`src/logic/sac_pkg.sv`:
```
package sac_pkg;

  // register offsets; printed offsets are not all multiples of four,
  // so they are word indices and the byte address is four times each
  localparam logic [15:0] SAC_IDX_PWRDN = 16'hfecb;
  localparam logic [15:0] SAC_IDX_RESULT = 16'hfecd;
  localparam logic [15:0] SAC_IDX_REFCFG = 16'hfed2;
  localparam logic [15:0] SAC_IDX_CTRL = 16'hfed6;
  localparam logic [15:0] SAC_IDX_IRQ_STAT = 16'hfed8;
  localparam logic [15:0] SAC_IDX_IRQ_MASK = 16'hfed9;

  // control word field positions
  localparam int SAC_CH_HI = 11;
  localparam int SAC_CH_LO = 8;
  localparam int SAC_START_BIT = 7;
  localparam int SAC_REPEAT_BIT = 6;
  localparam int SAC_DIV_HI = 5;

  // values after reset
  localparam logic [11:0] SAC_CTRL_RST = 12'h03f;
  localparam logic [15:0] SAC_ANA_RST = 16'h0000;
  localparam logic [9:0] SAC_RESULT_RST = 10'h000;

  // conversion clock: one half period is 16 x (divider + 1) clocks
  localparam logic [10:0] SAC_HALF_BASE = 11'h010;
  // falling converter clock edges per conversion (one per result bit)
  localparam logic [3:0] SAC_CONV_BITS = 4'ha;

  // conversion sequencer states, one-hot
  typedef enum logic [2:0] {
    SAC_IDLE = 3'b001,
    SAC_CONV = 3'b010,
    SAC_DONE = 3'b100
  } sac_state_t;

  // ahb-lite request as seen by the slave
  typedef struct packed {
    logic hsel;
    logic [31:0] haddr;
    logic [1:0] htrans;
    logic hwrite;
    logic [2:0] hsize;
    logic hready;
  } sac_ahb_req_t;

  // link to the analog core
  typedef struct packed {
    logic [3:0] channel;
    logic conv_clk;
    logic sample;
  } sac_ana_t;

  // whole block state
  typedef struct packed {
    sac_state_t state;
    logic [11:0] ctrl;
    logic [15:0] pwrdn;
    logic [15:0] refcfg;
    logic [9:0] result;
    logic [3:0] chan_act;
    logic [10:0] div_cnt;
    logic conv_clk;
    logic [3:0] bit_cnt;
    logic sample;
    logic irq_stat;
    logic irq_mask;
    logic irq;
    logic dp_act;
    logic dp_write;
    logic [15:0] dp_idx;
    logic [31:0] rdata;
  } sac_st_t;

endpackage

```
`src/logic/sac_ctrl.sv`:
```
`timescale 1ns/100ps
// Function
// - setting start bit measures selected channel and stores 10-bit result
// - start bit clears itself when the result is ready in single mode (repeat bit 0)
// - interrupt raised each time result register updates
// - converter clock is input clock over 32 times divider plus one
// - repeat bit: 1 continuous, 0 single conversion per start
// - channel for each conversion comes from control bits 11:8
// - channel field copied only at start or while idle
// - continuous mode recopies channel field at end of each conversion
// - result is read-only 10 bits at its own address, zero after reset
module sac_ctrl
  import sac_pkg::*;
(
  input wire logic clk, // system clock, 100 MHz
  input wire logic rst_n, // synchronous reset, active low
  input wire logic hsel, // slave select
  input wire logic [31:0] haddr, // byte address
  input wire logic [1:0] htrans, // transfer type
  input wire logic hwrite, // write when high
  input wire logic [2:0] hsize, // transfer size
  input wire logic hready, // bus ready in
  input wire logic [31:0] hwdata, // write data
  output logic [31:0] hrdata, // read data
  output logic hreadyout, // always ready
  output logic hresp, // always okay
  output logic irq, // level interrupt
  output logic [3:0] ana_channel, // channel to input multiplexer
  output logic ana_conv_clk, // converter clock
  output logic ana_sample, // pulse: core begins a conversion
  input wire logic [9:0] ana_result // result from analog core
);
  import sac_pkg::*;

  sac_st_t r, nx;
  sac_ahb_req_t req;
  logic [10:0] half;
  logic conv_edge;
  logic result_load;
  logic wr_stat;

  ////////////////////////////////////////////////////////////////////////
  // bus request bundle and helpers
  assign req = '{hsel, haddr, htrans, hwrite, hsize, hready};
  assign half = 11'(SAC_HALF_BASE * ({5'h00, r.ctrl[SAC_DIV_HI:0]} + 11'h001));
  assign conv_edge = (r.div_cnt == 11'(half - 11'h001));

  ////////////////////////////////////////////////////////////////////////
  // next-state logic
  always_comb begin
    nx = r;
    result_load = 1'b0;
    wr_stat = 1'b0;
    nx.sample = 1'b0;

    // address phase capture
    nx.dp_act = req.hsel && req.hready && req.htrans[1];
    nx.dp_write = req.hwrite;
    nx.dp_idx = req.haddr[17:2];

    // data phase write
    if (r.dp_act && r.dp_write) begin
      case (r.dp_idx)
        SAC_IDX_CTRL: nx.ctrl = hwdata[11:0];
        SAC_IDX_PWRDN: nx.pwrdn = hwdata[15:0];
        SAC_IDX_REFCFG: nx.refcfg = hwdata[15:0];
        SAC_IDX_IRQ_MASK: nx.irq_mask = hwdata[0];
        SAC_IDX_IRQ_STAT: wr_stat = hwdata[0];
        default: ;
      endcase
    end

    // divider runs only while converting
    if (r.state == SAC_CONV) begin
      if (conv_edge) begin
        nx.div_cnt = 11'h000;
        nx.conv_clk = ~r.conv_clk;
      end else begin
        nx.div_cnt = 11'(r.div_cnt + 11'h001);
      end
    end else begin
      nx.div_cnt = 11'h000;
      nx.conv_clk = 1'b0;
    end

    // sequencer
    case (r.state)
      SAC_IDLE: begin
        nx.chan_act = r.ctrl[SAC_CH_HI:SAC_CH_LO];
        if (r.ctrl[SAC_START_BIT]) begin
          nx.state = SAC_CONV;
          nx.bit_cnt = 4'h0;
          nx.sample = 1'b1;
        end
      end
      SAC_CONV: begin
        // count falling converter clock edges, one per bit
        if (conv_edge && r.conv_clk) begin
          if (r.bit_cnt == SAC_CONV_BITS - 4'h1) begin
            nx.state = SAC_DONE;
          end else begin
            nx.bit_cnt = 4'(r.bit_cnt + 4'h1);
          end
        end
      end
      SAC_DONE: begin
        result_load = 1'b1;
        nx.result = ana_result;
        if (r.ctrl[SAC_REPEAT_BIT] && r.ctrl[SAC_START_BIT]) begin
          nx.chan_act = r.ctrl[SAC_CH_HI:SAC_CH_LO];
          nx.state = SAC_CONV;
          nx.bit_cnt = 4'h0;
          nx.sample = 1'b1;
        end else begin
          nx.state = SAC_IDLE;
        end
      end
      default: nx.state = SAC_IDLE;
    endcase

    // start bit self-clears in single mode on the same edge the result is stored
    if (result_load && !r.ctrl[SAC_REPEAT_BIT]) begin
      nx.ctrl[SAC_START_BIT] = 1'b0;
    end

    // sticky status: set wins over clear
    if (wr_stat) begin
      nx.irq_stat = 1'b0;
    end
    if (result_load) begin
      nx.irq_stat = 1'b1;
    end
    nx.irq = nx.irq_stat && nx.irq_mask;

    // read data for next data phase
    nx.rdata = 32'h0000_0000;
    if (req.hsel && req.hready && req.htrans[1] && !req.hwrite) begin
      case (req.haddr[17:2])
        SAC_IDX_CTRL: nx.rdata = {20'h0_0000, nx.ctrl};
        SAC_IDX_RESULT: nx.rdata = {22'h00_0000, nx.result};
        SAC_IDX_PWRDN: nx.rdata = {16'h0000, nx.pwrdn};
        SAC_IDX_REFCFG: nx.rdata = {16'h0000, nx.refcfg};
        SAC_IDX_IRQ_STAT: nx.rdata = {31'h0000_0000, nx.irq_stat};
        SAC_IDX_IRQ_MASK: nx.rdata = {31'h0000_0000, nx.irq_mask};
        default: nx.rdata = 32'h0000_0000;
      endcase
    end
  end

  ////////////////////////////////////////////////////////////////////////
  // state register
  always_ff @(posedge clk) begin
    if (!rst_n) begin
      r <= '{state: SAC_IDLE, ctrl: SAC_CTRL_RST, pwrdn: SAC_ANA_RST,
             refcfg: SAC_ANA_RST, result: SAC_RESULT_RST, default: '0};
    end else begin
      r <= nx;
    end
  end

  ////////////////////////////////////////////////////////////////////////
  // outputs straight from flip-flops, bus ready and response tied to constants
  assign hrdata = r.rdata;
  assign hreadyout = 1'b1;
  assign hresp = 1'b0;
  assign irq = r.irq;
  assign ana_channel = r.chan_act;
  assign ana_conv_clk = r.conv_clk;
  assign ana_sample = r.sample;

endmodule

```
`config.mk`:
```
export PLATFORM = sky130hd
export DESIGN_NAME = sac_ctrl
export DESIGN_NICKNAME = d
export VERILOG_FILES = /design/src/logic/sac_pkg.sv /design/src/logic/sac_ctrl.sv
export SDC_FILE = /design/constraint.sdc
export NUM_CORES = 1
export LEC_CHECK = 0
export ABC_CLOCK_PERIOD_IN_PS = 6650
export BUFFER_PORTS_ARGS = -buffer_cell sky130_fd_sc_hd__buf_2
export CAP_MARGIN = 30
export CORE_MARGIN = 2
export CORE_UTILIZATION = 35
export DETAILED_ROUTE_END_ITERATION = 8
export PLACE_DENSITY = 0.66
export SYNTH_ARGS = -nofsm -noshare
export SYNTH_HDL_FRONTEND = slang
export SYNTH_SLANG_ARGS = --single-unit
```
`constraint.sdc`:
```
create_clock -name clk -period 6.65 [get_ports clk]
set_clock_uncertainty 0.1 [all_clocks]
set_input_delay 0.665 -clock clk [delete_from_list [all_inputs] [get_ports clk]]
set_output_delay 0.665 -clock clk [all_outputs]
set_load 0.02 [all_outputs]
```
* Yosys cells after proc, flatten, opt, wreduce, memory -nomap -nowiden *
Index checks and enable logic that the tools add are counted.

word-level totals
  bits in registers = 131
  bits in latches = 0
  memory bits (writable) = 0
  bits in read-only memories = 0
  input port bits = 84
  output and inout bits = 41
  word-level logic and storage cells = 90
  memories kept = 0

cells by class
  $add $sub $neg = 4
  multipliers = 0
  div/mod/pow operators = 0
  order comparisons = 0
  equality and inequality tests = 21
  shifts and indexed selects = 0
  multiplexer cells = 27
  bitwise gates (word level) = 3
  reductions and logical operators = 18

operator list
  kind                                                                  count
  16-bit equality test, second input constant                           11
  16-bit one-hot mux with 6 select lines                                1
  44-bit two-way mux                                                    1
  16-bit two-way mux                                                    2
  12-bit two-way mux                                                    1
  4-bit two-way mux                                                     3
  4-bit one-hot mux with 3 select lines                                 1
  11-bit by 1-bit adder with 11-bit output, second input constant       1
  11-bit equality test                                                  1
  11-bit by 1-bit subtractor with 11-bit output, second input constant  1
  10-bit two-way mux                                                    1
  5-bit two-way mux                                                     2
  3-bit two-way mux                                                     3
  3-bit one-hot mux with 3 select lines                                 1
  1-bit logical AND                                                     8
  1-bit two-way mux                                                     8
  4-bit one-hot mux with 2 select lines                                 1
  6-bit by 1-bit adder with 7-bit output, second input constant         1
  2-bit != test, second input constant                                  3
  2-bit AND reduction                                                   3
  5-bit AND reduction                                                   1
  4-bit by 1-bit adder with 4-bit output, second input constant         1
  4-bit equality test, second input constant                            1
  2-bit by 1-bit != test with 1-bit output, second input constant       2
  other kinds (11)                                                      14

* Logic depth before layout (Yosys ltp) *
Gate-level depths: netlist of run 1.

  depth in word-level cells = 6
  mapped depth = 10

* Worst setup path after synthesis of run 1 *
No wires, ideal clock.

  path type = reg2reg
  from = register r[117] (netlist name)
  to = register r[57] (netlist name)
  arrival = 2.724 ns
  required time = 6.488 ns
  slack = 3.763 ns
  stages on the path, launching flop included = 10
  path buffers = 0
  path through = dfxtp_1 > ha_1 > or4b_4 > o22ai_4 > nand2_1 > or3_1 > a21oi_2 > o211ai_2 > or4_1 > nand3_1

on the way
  word-level cells in the longest chain between the ends = 6

RTL lines
  element                                                    RTL line         text
  start: declaration                                         sac_ctrl.sv:35   sac_st_t r, nx;
  start signal: assignment                                   sac_ctrl.sv:154  r <= '{state: SAC_IDLE, ctrl: SAC_CTRL_RST, pwrdn: SAC_ANA_RST,
  start signal: assignment                                   sac_ctrl.sv:157  r <= nx;
  6-bit by 1-bit adder with 7-bit output                     sac_ctrl.sv:45   assign half = 11'(SAC_HALF_BASE * ({5'h00, r.ctrl[SAC_DIV_HI:0]} + 11'h001));
  11-bit by 1-bit subtractor with 11-bit output              sac_ctrl.sv:46   assign conv_edge = (r.div_cnt == 11'(half - 11'h001));
  11-bit equality test                                       sac_ctrl.sv:46
  1-bit logical AND                                          sac_ctrl.sv:98   if (conv_edge && r.conv_clk) begin
  2-bit by 1-bit != test with 1-bit output (no source line)  n/a
  5-bit AND reduction (no source line)                       n/a

Every way passes these cells.
A chain may end at the register's enable or synchronous reset.

* Final worst setup path of run 1 *
Ends and elaborated chain as after synthesis.

==> reports/metrics.yaml, run 1 <==
status:
  outcome: "complete, no violations"
floorplanning:
  initial_core_util_pct: 35.7
  die_h_um: 129
  core_area_um2: 15200
  rows: 45
  die_area_um2: 16500
  die_w_um: 129
  io_pins: 125
detailed_routing:
  wirelength_um: 12300
  ant_nets: 0
  wire_per_inst_um: 14.1
  remaining_drc_errors: 0
  vias: 4435
  drt-vias-per-instance: 5.12
  initialDrtViolationCount: 220
  first_pass_iters: 5
clock_network:
  cts_buffers: 17
  cts_root_buf: "clkbuf_16"
  ctsHoldBuffers: 0
  cts_tree: "yes"
  clkTransAtPathRegs_ns: 0.06
  clock_latency_ns: 0.41
  postCtsResizedCells: 0
  cts_sinks: 115
  htreeDepth: 4
  cts_setup_buffers: 0
  cts_buffer_depth: 2
global_routing:
  gr-usage-met2_pct: 25.0
  grt_usage_pct: 15.1
  grt_max_degree: 39
  grt_antenna_before_repair: 0
  grt_pass1_wl_um: 19900
  met3_usage_pct: 3.74
  overflow: 0
  grtUsageMet1_pct: 19.2
  busiest_layer: "met2"
  grt_pass1_vias: 4057
critical_path:
  worstPathCellList: "ha_1 -> or4b_4 -> o22ai_4 -> nand2_1 -> or3_1 -> a21oi_2 -> o211ai_2 -> or4_1 -> nand3_1"
  startpoint_type: "flip-flop"
  reg2reg_to: "r[57]$_SDFFE_PN0P_"
  cp.required_ns: 6.90
  critical_path_depth: 9
  path_class: "flip-flop to flip-flop"
  critPathArrivalTime_ns: 3.46
  cp_max_fo: 9
  crit_family: "simple AND/OR/NAND/NOR gates"
  r2r_start: "r[117]$_SDFF_PN1_"
  slowest_delay_ns: 0.53
  path_buf_inv: 0
  reg2reg_depth: 9
  r2r_slack_ns: 3.44
  cp_slowest_cell: "dfxtp_1"
  endpoint_kind: "flip-flop"
worst_hold_path:
  holdPathEnd: "r[59]$_SDFF_PP0_"
  min_from: "r[59]$_SDFF_PP0_"
  hold_class: "flip-flop to flip-flop"
  min_delay_path_depth: 1
power:
  combPwrFrac_pct: 3.5
  p_int_w: 0.00128
  power.static_leakage_nw: 2.64
  switchingPower_w: 0.000373
  finalPower_w: 0.00165
  power_frac_seq_pct: 42.3
  swShare_pct: 22.6
  clkPwrFrac_pct: 54.2
  powerDensity_nw_per_um2: 263
  peakVddDrop_uv: 166
synthesis:
  yosysWarnings: 0
  synthesis.area_um2: 5430
  ys_types: 61
  synth-main-ff-cell: "dfxtp_1"
  syn_avg_cell_area_um2: 8.68
  async_flop_share_pct: 0
  synth-seq-area-share_pct: 42.4
  synth-edff-count: 0
  yosys_register_bits: 115
  syn_inst: 625
timing:
  relSlewSlack_pct: 38.0
  holdWs_ns: 0.340
  maxSlewViolCount: 0
  hold_viol_final: 0
  rsz0062_at_grt: "no"
  finalSetupViolations: 0
  layout_min_cycle_time_ns: 3.21
  worstMarginPinSlew_ns: 0.929
  fin_tns_setup_ns: 0
  period_share_pct: 48.3
  fmax_ghz: 0.312
placed_design:
  dp_hpwl_um: 8490
  io_buffers: 70
  dpl_cell_area_um2: 5700
  gp_congestion: 0.797
job:
  maxCapViolations: 0
finish:
  antenna_cells: 0
  nFillCells: 1511
  drive_gt1_share_pct: 17.0
  layout.nets: 754
  syn_to_final_growth_pct: 15.9
  final_cell_area_um2: 6290
## power groups by stage
stage	registers [W]	logic [W]	clock network, W
floorplan	0.000712	0.0000407	0
global placement	0.000714	0.0000573	0
detailed placement	0.000714	0.0000578	0
CTS	0.000699	0.0000579	0.000914
global route	0.000699	0.0000636	0.000942
finish	0.000699	0.0000580	0.000895
## area by class of cell
cell class	count	area (um2)	share of cell area [%]
inverter	12	45.0	0.716
timing repair buffer	74	380	6.05
clock inverter	14	153	2.43
tap	188	235	3.74
clock buffer	18	439	6.99
sequential	115	2300	36.6
multi-input combinational	445	2730	43.5
## Yosys cell counts, drive strengths merged, types with 2 or more instances
master	number	area, um2
xnor2	13	114
o221ai	7	61.3
nand3b	6	45.0
nand2	63	236
a21oi	26	134
nand2b	7	43.8
nor2	89	334
and3	6	37.5
nand3	21	105
dfxtp	115	2300
a221oi	7	61.3
conb	2	7.51
o22ai	13	95.1
ha	5	62.6
or3	2	12.5
nor3	7	35.0
buf	42	309
clkbuf	27	103
o22a	6	52.6
xor2	11	96.3
or4b	2	23.8
o31ai	3	22.5
o311ai	7	61.3
inv	11	41.3
nor2b	6	37.5
nand4b	5	43.8
nor4bb	3	30.0
nor4	2	12.5
o21ai	12	60.1
and2	20	125
nand4	8	50.1
mux2i	45	450
o211ai	4	35.0
nor3b	3	22.5
## per-layer routing
metal / routed length, um / up-vias
met1: 5640 / 2128
met2: 5990 / 89
met5: 0 / -
li1: - / 2205
met4: 151 / 0
met3: 472 / 13
## placed cells by master (no fill, tap or decap), types with 4 or more instances in the layout
cell	n
mux2i_1	45
ha_1	5
nand2_1	63
nand3_1	21
a21oi_1	25
nor2b_1	6
o311ai_0	7
a221oi_1	7
nand3b_1	6
nand4_1	8
buf_2	70
conb_1	18
and2_1	20
nor3_1	7
buf_4	4
o221ai_1	7
dfxtp_1	115
nand2b_1	7
inv_1	11
and3_1	6
clkbuf_16	17
clkinvlp_4	4
xnor2_1	13
nand4b_1	5
o22a_1	6
o22ai_1	12
o21ai_0	12
xor2_1	11
nor2_1	89
## registers in the layout (all words and copies together), names as in the netlist
signal and flops:
ana_sample 1, ana_conv_clk 1, r 92, hrdata 16, irq 1, ana_channel 4
## metrics by stage
stage	util, %	instances	setup WS (ns)
2_1_floorplan	-	641	3.76
3_3_place_gp	37.5	834	3.49
3_5_place_dp	37.5	834	3.48
4_1_cts	41.4	866	3.45
5_1_grt	41.4	866	3.21
6_report	41.4	866	3.44
## worst max-delay path by stage
| stage | start | endpoint | slack [ns] |
|---|---|---|---|
| 2_1_floorplan | r[117]$_SDFF_PN1_ | r[57]$_SDFFE_PN0P_ | 3.76 |
| 5_1_grt | r[116]$_SDFF_PN1_ | r[67]$_SDFF_PP0_ | 3.21 |
| 3_5_place_dp | r[116]$_SDFF_PN1_ | r[57]$_SDFFE_PN0P_ | 3.48 |
| 4_1_cts | r[116]$_SDFF_PN1_ | r[57]$_SDFFE_PN0P_ | 3.45 |
| 6_report | r[117]$_SDFF_PN1_ | r[57]$_SDFFE_PN0P_ | 3.44 |
| 3_3_place_gp | r[116]$_SDFF_PN1_ | r[57]$_SDFFE_PN0P_ | 3.49 |
## kinds of logic (layout without fill, tap and decap cells)
logic type      count (synthesis)  after routing  synth area share (%)
mux                            45             45                  8.30
other cells                     2             18                 0.138
fa+ha+maj                       5              5                  1.15
xor+xnor                       24             24                  3.87
flops                         115            115                  42.4
simple gates                  256            256                  23.0
buf+inv                        81            118                  8.42
compound gates                 97             97                  12.7
Note: power is estimated with default switching activity, not from simulation.
==> run 2: changes to the inputs <==
--- a/config.mk
+++ b/config.mk
@@ -5,7 +5,7 @@
 export SDC_FILE = /design/constraint.sdc
 export NUM_CORES = 1
 export LEC_CHECK = 0
-export ABC_CLOCK_PERIOD_IN_PS = 6650
+export ABC_CLOCK_PERIOD_IN_PS = 3300
 export BUFFER_PORTS_ARGS = -buffer_cell sky130_fd_sc_hd__buf_2
 export CAP_MARGIN = 30
 export CORE_MARGIN = 2
==> constraint.sdc (replaced) <==
create_clock -name clk -period 3.3 [get_ports clk]
set_clock_uncertainty 0.1 [all_clocks]
set_input_delay 0.33 -clock clk [delete_from_list [all_inputs] [get_ports clk]]
set_output_delay 0.33 -clock clk [all_outputs]
set_load 0.02 [all_outputs]
==> run 2 against run 1 <==
Compared with the run above: first-iteration DRC count decreased by 15%; sequential share of layout area decreased by 0.71 points; wire length grew 0.46%; cell count rose by 1.2%; via count shrank 1.4%; combinational power up 110%; largest cell class unchanged.
==> reports/metrics.yaml, run 2 (same netlist as run 1, synthesis figures left out) <==
status:
  outcome: "complete, no violations"  # unchanged
global_routing:
  grt_pass1_wl_um: 20100  # was 19900 um
  grt_usage_pct: 15.5  # was 15.1%
  met3_usage_pct: 4.62  # was 3.74%
  busiest_layer: "met2"  # unchanged
  gr-usage-met2_pct: 25.3  # was 25.0%
  grt_pass1_vias: 4062  # was 4057
  grtUsageMet1_pct: 19.2  # about the same
  grt_antenna_before_repair: 0  # unchanged
  overflow: 0  # unchanged
  grt_max_degree: 36  # was 39
critical_path:
  worstPathCellList: "ha_1 -> or4b_4 -> o22ai_4 -> nand2_1 -> or3_1 -> a21oi_2 -> o211ai_2 -> or4_1 -> nand3_1"  # unchanged
  path_class: "flip-flop to flip-flop"  # unchanged
  endpoint_kind: "flip-flop"  # unchanged
  startpoint_type: "flip-flop"  # unchanged
  slowest_delay_ns: 0.52  # was 0.53 ns
  cp_slowest_cell: "or4b_4"  # was dfxtp_1
  reg2reg_depth: 9  # unchanged
  critPathArrivalTime_ns: 3.20  # was 3.46 ns
  cp_max_fo: 6  # was 9
  cp.required_ns: 3.56  # was 6.90 ns
finish:
  finalNonFillerCells: 876  # was 866
  largest_register_ffs: 92  # unchanged
  layout_commonest_cell: "dfxtp_1"  # unchanged
  nFillCells: 1520  # was 1511
  layout.nets: 764  # was 754
  layout_common_cells: "115 x dfxtp_1, 89 x nor2_1, 70 x buf_2"  # unchanged
  antenna_cells: 0  # unchanged
  drive_gt1_share_pct: 18.0  # was 17.0%
  post-route-util_pct: 42.2  # was 41.4%
  regMostFlops: "r"  # unchanged
  syn_to_final_growth_pct: 18.2  # was 15.9%
worst_hold_path:
  min_delay_path_depth: 2  # was 1
  hold_class: "input pin to flip-flop"  # was flip-flop to flip-flop
detailed_routing:
  wirelength_um: 12300  # about the same
  drt-vias-per-instance: 4.99  # was 5.12
  remaining_drc_errors: 0  # unchanged
  wire_per_inst_um: 14.0  # was 14.1 um
  first_pass_iters: 5  # unchanged
  initialDrtViolationCount: 188  # was 220
  ant_nets: 0  # unchanged
  vias: 4375  # was 4435
placed_design:
  io_buffers: 70  # unchanged
  dp.cells: 844  # was 834
  dp_hpwl_um: 8620  # was 8490 um
  gp_congestion: 0.792  # was 0.797
clock_network:
  clock_latency_ns: 0.42  # was 0.41 ns
  clkTransAtPathRegs_ns: 0.05  # was 0.06 ns
  cts_root_buf: "clkbuf_16"  # unchanged
  postCtsResizedCells: 0  # unchanged
  cts_setup_buffers: 0  # unchanged
  cts_sinks: 115  # unchanged
  cts_tree: "yes"  # unchanged
  cts_buffers: 17  # unchanged
  cts_buffer_depth: 2  # unchanged
  ctsHoldBuffers: 0  # unchanged
  htreeDepth: 4  # unchanged
timing:
  period_share_pct: 89.2  # was 48.3%
  fmax_ghz: 0.340  # was 0.312 GHz
  finalSetupViolations: 0  # unchanged
  rsz0062_at_grt: "no"  # unchanged
  layout_min_cycle_time_ns: 2.94  # was 3.21 ns
  worstMarginPinSlew_ns: 0.794  # was 0.929 ns
  fin_tns_setup_ns: 0  # unchanged
  hold_viol_final: 0  # unchanged
  relSlewSlack_pct: 47.0  # was 38.0%
  maxSlewViolCount: 0  # unchanged
floorplanning:
  io_pins: 125  # unchanged
  die_area_um2: 16500  # unchanged
  initial_core_util_pct: 35.7  # unchanged
  die_h_um: 129  # unchanged
  die_w_um: 129  # unchanged
  core_area_um2: 15200  # unchanged
  rows: 45  # unchanged
power:
  power.static_leakage_nw: 2.72  # was 2.64 nW
  powerDensity_nw_per_um2: 543  # was 263 nW/um2
  peakVddDrop_uv: 388  # was 166 uV
job:
  maxCapViolations: 0  # unchanged
run 2: critical path, delay by kind of cell (launching register included):
| kind | cells | cell delay [ns] |
|---|---|---|
| compound gates | 3 | 0.58 |
| fa+ha+maj | 1 | 0.37 |
| flops | 1 | 0.31 |
| simple gates | 5 | 1.52 |
run 2: routing by layer:
metal	vias up	part of all wire (%)
met5	-	0
met4	0	1.2
met3	11	3.3
met2	75	48
met1	2056	47
li1	2233	-
run 2: cell type report:
type	instances	area, um2	share of cell area, %
clock buffers	18	429	6.69
clock inverters	14	200	3.12
inverters	12	45.0	0.702
multi-input cells	445	2730	42.6
flip-flops and latches	115	2300	35.9
well taps	188	235	3.67
repair buffers	84	468	7.30
run 2: worst paths after layout:
check | slack, ns | to | startpoint
worst max-delay path | 0.36 | r[57]$_SDFFE_PN0P_ | r[116]$_SDFF_PN1_
worst min-delay path | 0.03 | r[44]$_SDFF_PN0_ | haddr[14]
worst max register to register | 0.36 | r[57]$_SDFFE_PN0P_ | r[116]$_SDFF_PN1_
worst min register to register | 0.34 | r[59]$_SDFF_PP0_ | r[59]$_SDFF_PP0_
run 2: where the power goes:
part	leakage, nW	internal, W	switching, W	total (W)
Combinational	1.48	0.0000430	0.0000768	0.000120
Sequential	0.931	0.00140	0.00000810	0.00141
Clock	0.310	0.00127	0.000678	0.00195
run 2: stage by stage:
| step | total power (W) | setup slack (ns) | hold slack, ns | cell area [um2] |
|---|---|---|---|---|
| finish | 0.00348 | 0.356 | 0.0308 | 6410 |
| global route | 0.00360 | 0.124 | 0.0167 | 6410 |
| CTS | 0.00351 | 0.353 | 0.0134 | 6410 |
| detailed placement | 0.00156 | 0.364 | 0.335 | 5780 |
| global placement | 0.00156 | 0.365 | 0.326 | 5780 |
| floorplan | 0.00152 | 0.413 | 0.313 | 5490 |
==> run 3: changes to the inputs <==
==> constraint.sdc (replaced) <==
create_clock -name clk -period 3.3 [get_ports clk]
set_clock_uncertainty 0.1 [all_clocks]
set_input_delay 0.66 -clock clk [delete_from_list [all_inputs] [get_ports clk]]
set_output_delay 0.66 -clock clk [all_outputs]
set_load 0.02 [all_outputs]
==> run 3 against run 2 <==
Compared with the run above: count of clock-buffer cells in the layout rose by 5; worst hold slack better by 0.31 ns; cell area fell by 0.20%; register-to-register slack worse by 0.05 ns; sequential share of layout area rose by 0.070 points; largest power group unchanged.
==> reports/metrics.yaml, run 3 (same netlist as run 1, synthesis figures left out) <==
critical_path:
  r2r_start: "r[116]$_SDFF_PN1_"  # unchanged
  reg2reg_depth: 9  # unchanged
  path_class: "flip-flop to flip-flop"  # unchanged
  startpoint_type: "flip-flop"  # unchanged
  reg2reg_to: "r[57]$_SDFFE_PN0P_"  # unchanged
  cp.required_ns: 3.55  # was 3.56 ns
  r2r_slack_ns: 0.31  # was 0.36 ns
  critPathArrivalTime_ns: 3.25  # was 3.20 ns
  endpoint_kind: "flip-flop"  # unchanged
  cp_max_fo: 6  # unchanged
floorplanning:
  die_h_um: 129  # unchanged
  core_area_um2: 15200  # unchanged
  die_w_um: 129  # unchanged
  initial_core_util_pct: 35.7  # unchanged
  die_area_um2: 16500  # unchanged
  io_pins: 125  # unchanged
  rows: 45  # unchanged
status:
  outcome: "complete, no violations"  # unchanged
global_routing:
  busiest_layer: "met2"  # unchanged
  met3_usage_pct: 4.99  # was 4.62%
  gr-usage-met2_pct: 25.4  # was 25.3%
  grtUsageMet1_pct: 19.9  # was 19.2%
  overflow: 0  # unchanged
  grt_max_degree: 37  # was 36
  grt_antenna_before_repair: 0  # unchanged
  grt_usage_pct: 15.8  # was 15.5%
  grt_pass1_vias: 4207  # was 4062
  grt_pass1_wl_um: 20800  # was 20100 um
timing:
  fin_tns_setup_ns: 0  # unchanged
  relSlewSlack_pct: 52.3  # was 47.0%
  hold_viol_final: 0  # unchanged
  layout_min_cycle_time_ns: 2.99  # was 2.94 ns
  maxSlewViolCount: 0  # unchanged
  worstMarginPinSlew_ns: 0.712  # was 0.794 ns
  holdWs_ns: 0.342  # was 0.0308 ns
  finalSetupViolations: 0  # unchanged
  rsz0062_at_grt: "no"  # unchanged
  period_share_pct: 90.6  # was 89.2%
  fmax_ghz: 0.334  # was 0.340 GHz
clock_network:
  cts_root_buf: "clkbuf_16"  # unchanged
  clock_latency_ns: 0.41  # was 0.42 ns
  ctsHoldBuffers: 0  # unchanged
  cts_sinks: 115  # unchanged
  htreeDepth: 4  # unchanged
  cts_setup_buffers: 0  # unchanged
  cts_buffers: 17  # unchanged
  clkTransAtPathRegs_ns: 0.05  # about the same
  cts_buffer_depth: 2  # unchanged
  cts_tree: "yes"  # unchanged
  postCtsResizedCells: 0  # unchanged
placed_design:
  io_buffers: 70  # unchanged
  dp_hpwl_um: 8680  # was 8620 um
  gp_congestion: 0.775  # was 0.792
finish:
  layout_commonest_cell: "dfxtp_1"  # unchanged
  syn_to_final_growth_pct: 17.9  # was 18.2%
  antenna_cells: 0  # unchanged
  largest_register_ffs: 92  # unchanged
  regMostFlops: "r"  # unchanged
  drive_gt1_share_pct: 18.0  # unchanged
  layout.nets: 765  # was 764
  nFillCells: 1510  # was 1520
  layout_common_cells: "115 x dfxtp_1, 89 x nor2_1, 70 x buf_2"  # unchanged
job:
  maxCapViolations: 0  # unchanged
power:
  clkPwrFrac_pct: 55.5  # was 56.1%
  swShare_pct: 20.7  # was 21.9%
  combPwrFrac_pct: 3.5  # was 3.4%
  powerDensity_nw_per_um2: 537  # was 543 nW/um2
  p_int_w: 0.00272  # about the same
  power_frac_seq_pct: 41.0  # was 40.5%
  switchingPower_w: 0.000713  # was 0.000763 W
  peakVddDrop_uv: 328  # was 388 uV
  finalPower_w: 0.00344  # was 0.00348 W
  power.static_leakage_nw: 2.71  # was 2.72 nW
detailed_routing:
  drt-vias-per-instance: 5.10  # was 4.99
  remaining_drc_errors: 0  # unchanged
  first_pass_iters: 5  # unchanged
  initialDrtViolationCount: 231  # was 188
  ant_nets: 0  # unchanged
  wire_per_inst_um: 14.2  # was 14.0 um
  vias: 4464  # was 4375
  wirelength_um: 12500  # was 12300 um
worst_hold_path:
  min_delay_path_depth: 1  # was 2
  min_from: "r[59]$_SDFF_PP0_"  # was haddr[14]
  hold_class: "flip-flop to flip-flop"  # was input pin to flip-flop
  holdPathEnd: "r[59]$_SDFF_PP0_"  # was r[44]$_SDFF_PN0_
[run 3: area by class of cell]
cell class / instances / area [um2] / share of cell area, %
timing repair buffer: 85 / 463 / 7.23
clock buffer: 23 / 498 / 7.78
tap: 188 / 235 / 3.68
sequential: 115 / 2300 / 36.0
multi-input combinational: 445 / 2730 / 42.7
clock inverter: 8 / 124 / 1.94
inverter: 12 / 45.0 / 0.704
[run 3: worst max-delay path by stage]
stage	start	endpoint	slack, ns	cells past startpoint
floorplan	r[117]$_SDFF_PN1_	r[57]$_SDFFE_PN0P_	0.41	9
CTS	r[116]$_SDFF_PN1_	r[57]$_SDFFE_PN0P_	0.30	9
global placement	r[116]$_SDFF_PN1_	r[57]$_SDFFE_PN0P_	0.36	9
global route	r[116]$_SDFF_PN1_	r[63]$_SDFF_PP0_	0.04	10
finish	r[116]$_SDFF_PN1_	r[57]$_SDFFE_PN0P_	0.31	9
detailed placement	r[116]$_SDFF_PN1_	r[68]$_SDFF_PP0_	0.33	10
[run 3: power by group through the flow]
stage          sequential (W)  combinational, W  clock, W
3_3_place_gp          0.00144          0.000119         0
2_1_floorplan         0.00143         0.0000820         0
3_5_place_dp          0.00144          0.000120         0
6_report              0.00141          0.000119   0.00191
5_1_grt               0.00141          0.000133   0.00200
4_1_cts               0.00141          0.000120   0.00193
[run 3: layer usage]
layer,wire (um),up-vias
met1,5680,2116
met3,645,16
met4,217,0
li1,-,2228
met2,5910,104
met5,0,-
[run 3: critical path: stages, from the launching register on]
cell and delay [ns]:
dfxtp_1 0.32, ha_1 0.38, or4b_4 0.52, o22ai_4 0.19, nand2_1 0.08, or3_1 0.33, a21oi_2 0.22, o211ai_2 0.17
or4_1 0.52, nand3_1 0.09
[run 3: metrics by stage]
stage	area, um2	worst slack [ns]	utilization (%)	instances
final	6400	0.309	42.1	876
after global routing	6400	0.0364	42.1	876
after CTS	6400	0.299	42.1	876
after detailed placement	5780	0.326	38.0	845
after global placement	5780	0.362	38.0	845
after floorplan	5490	0.413	-	641
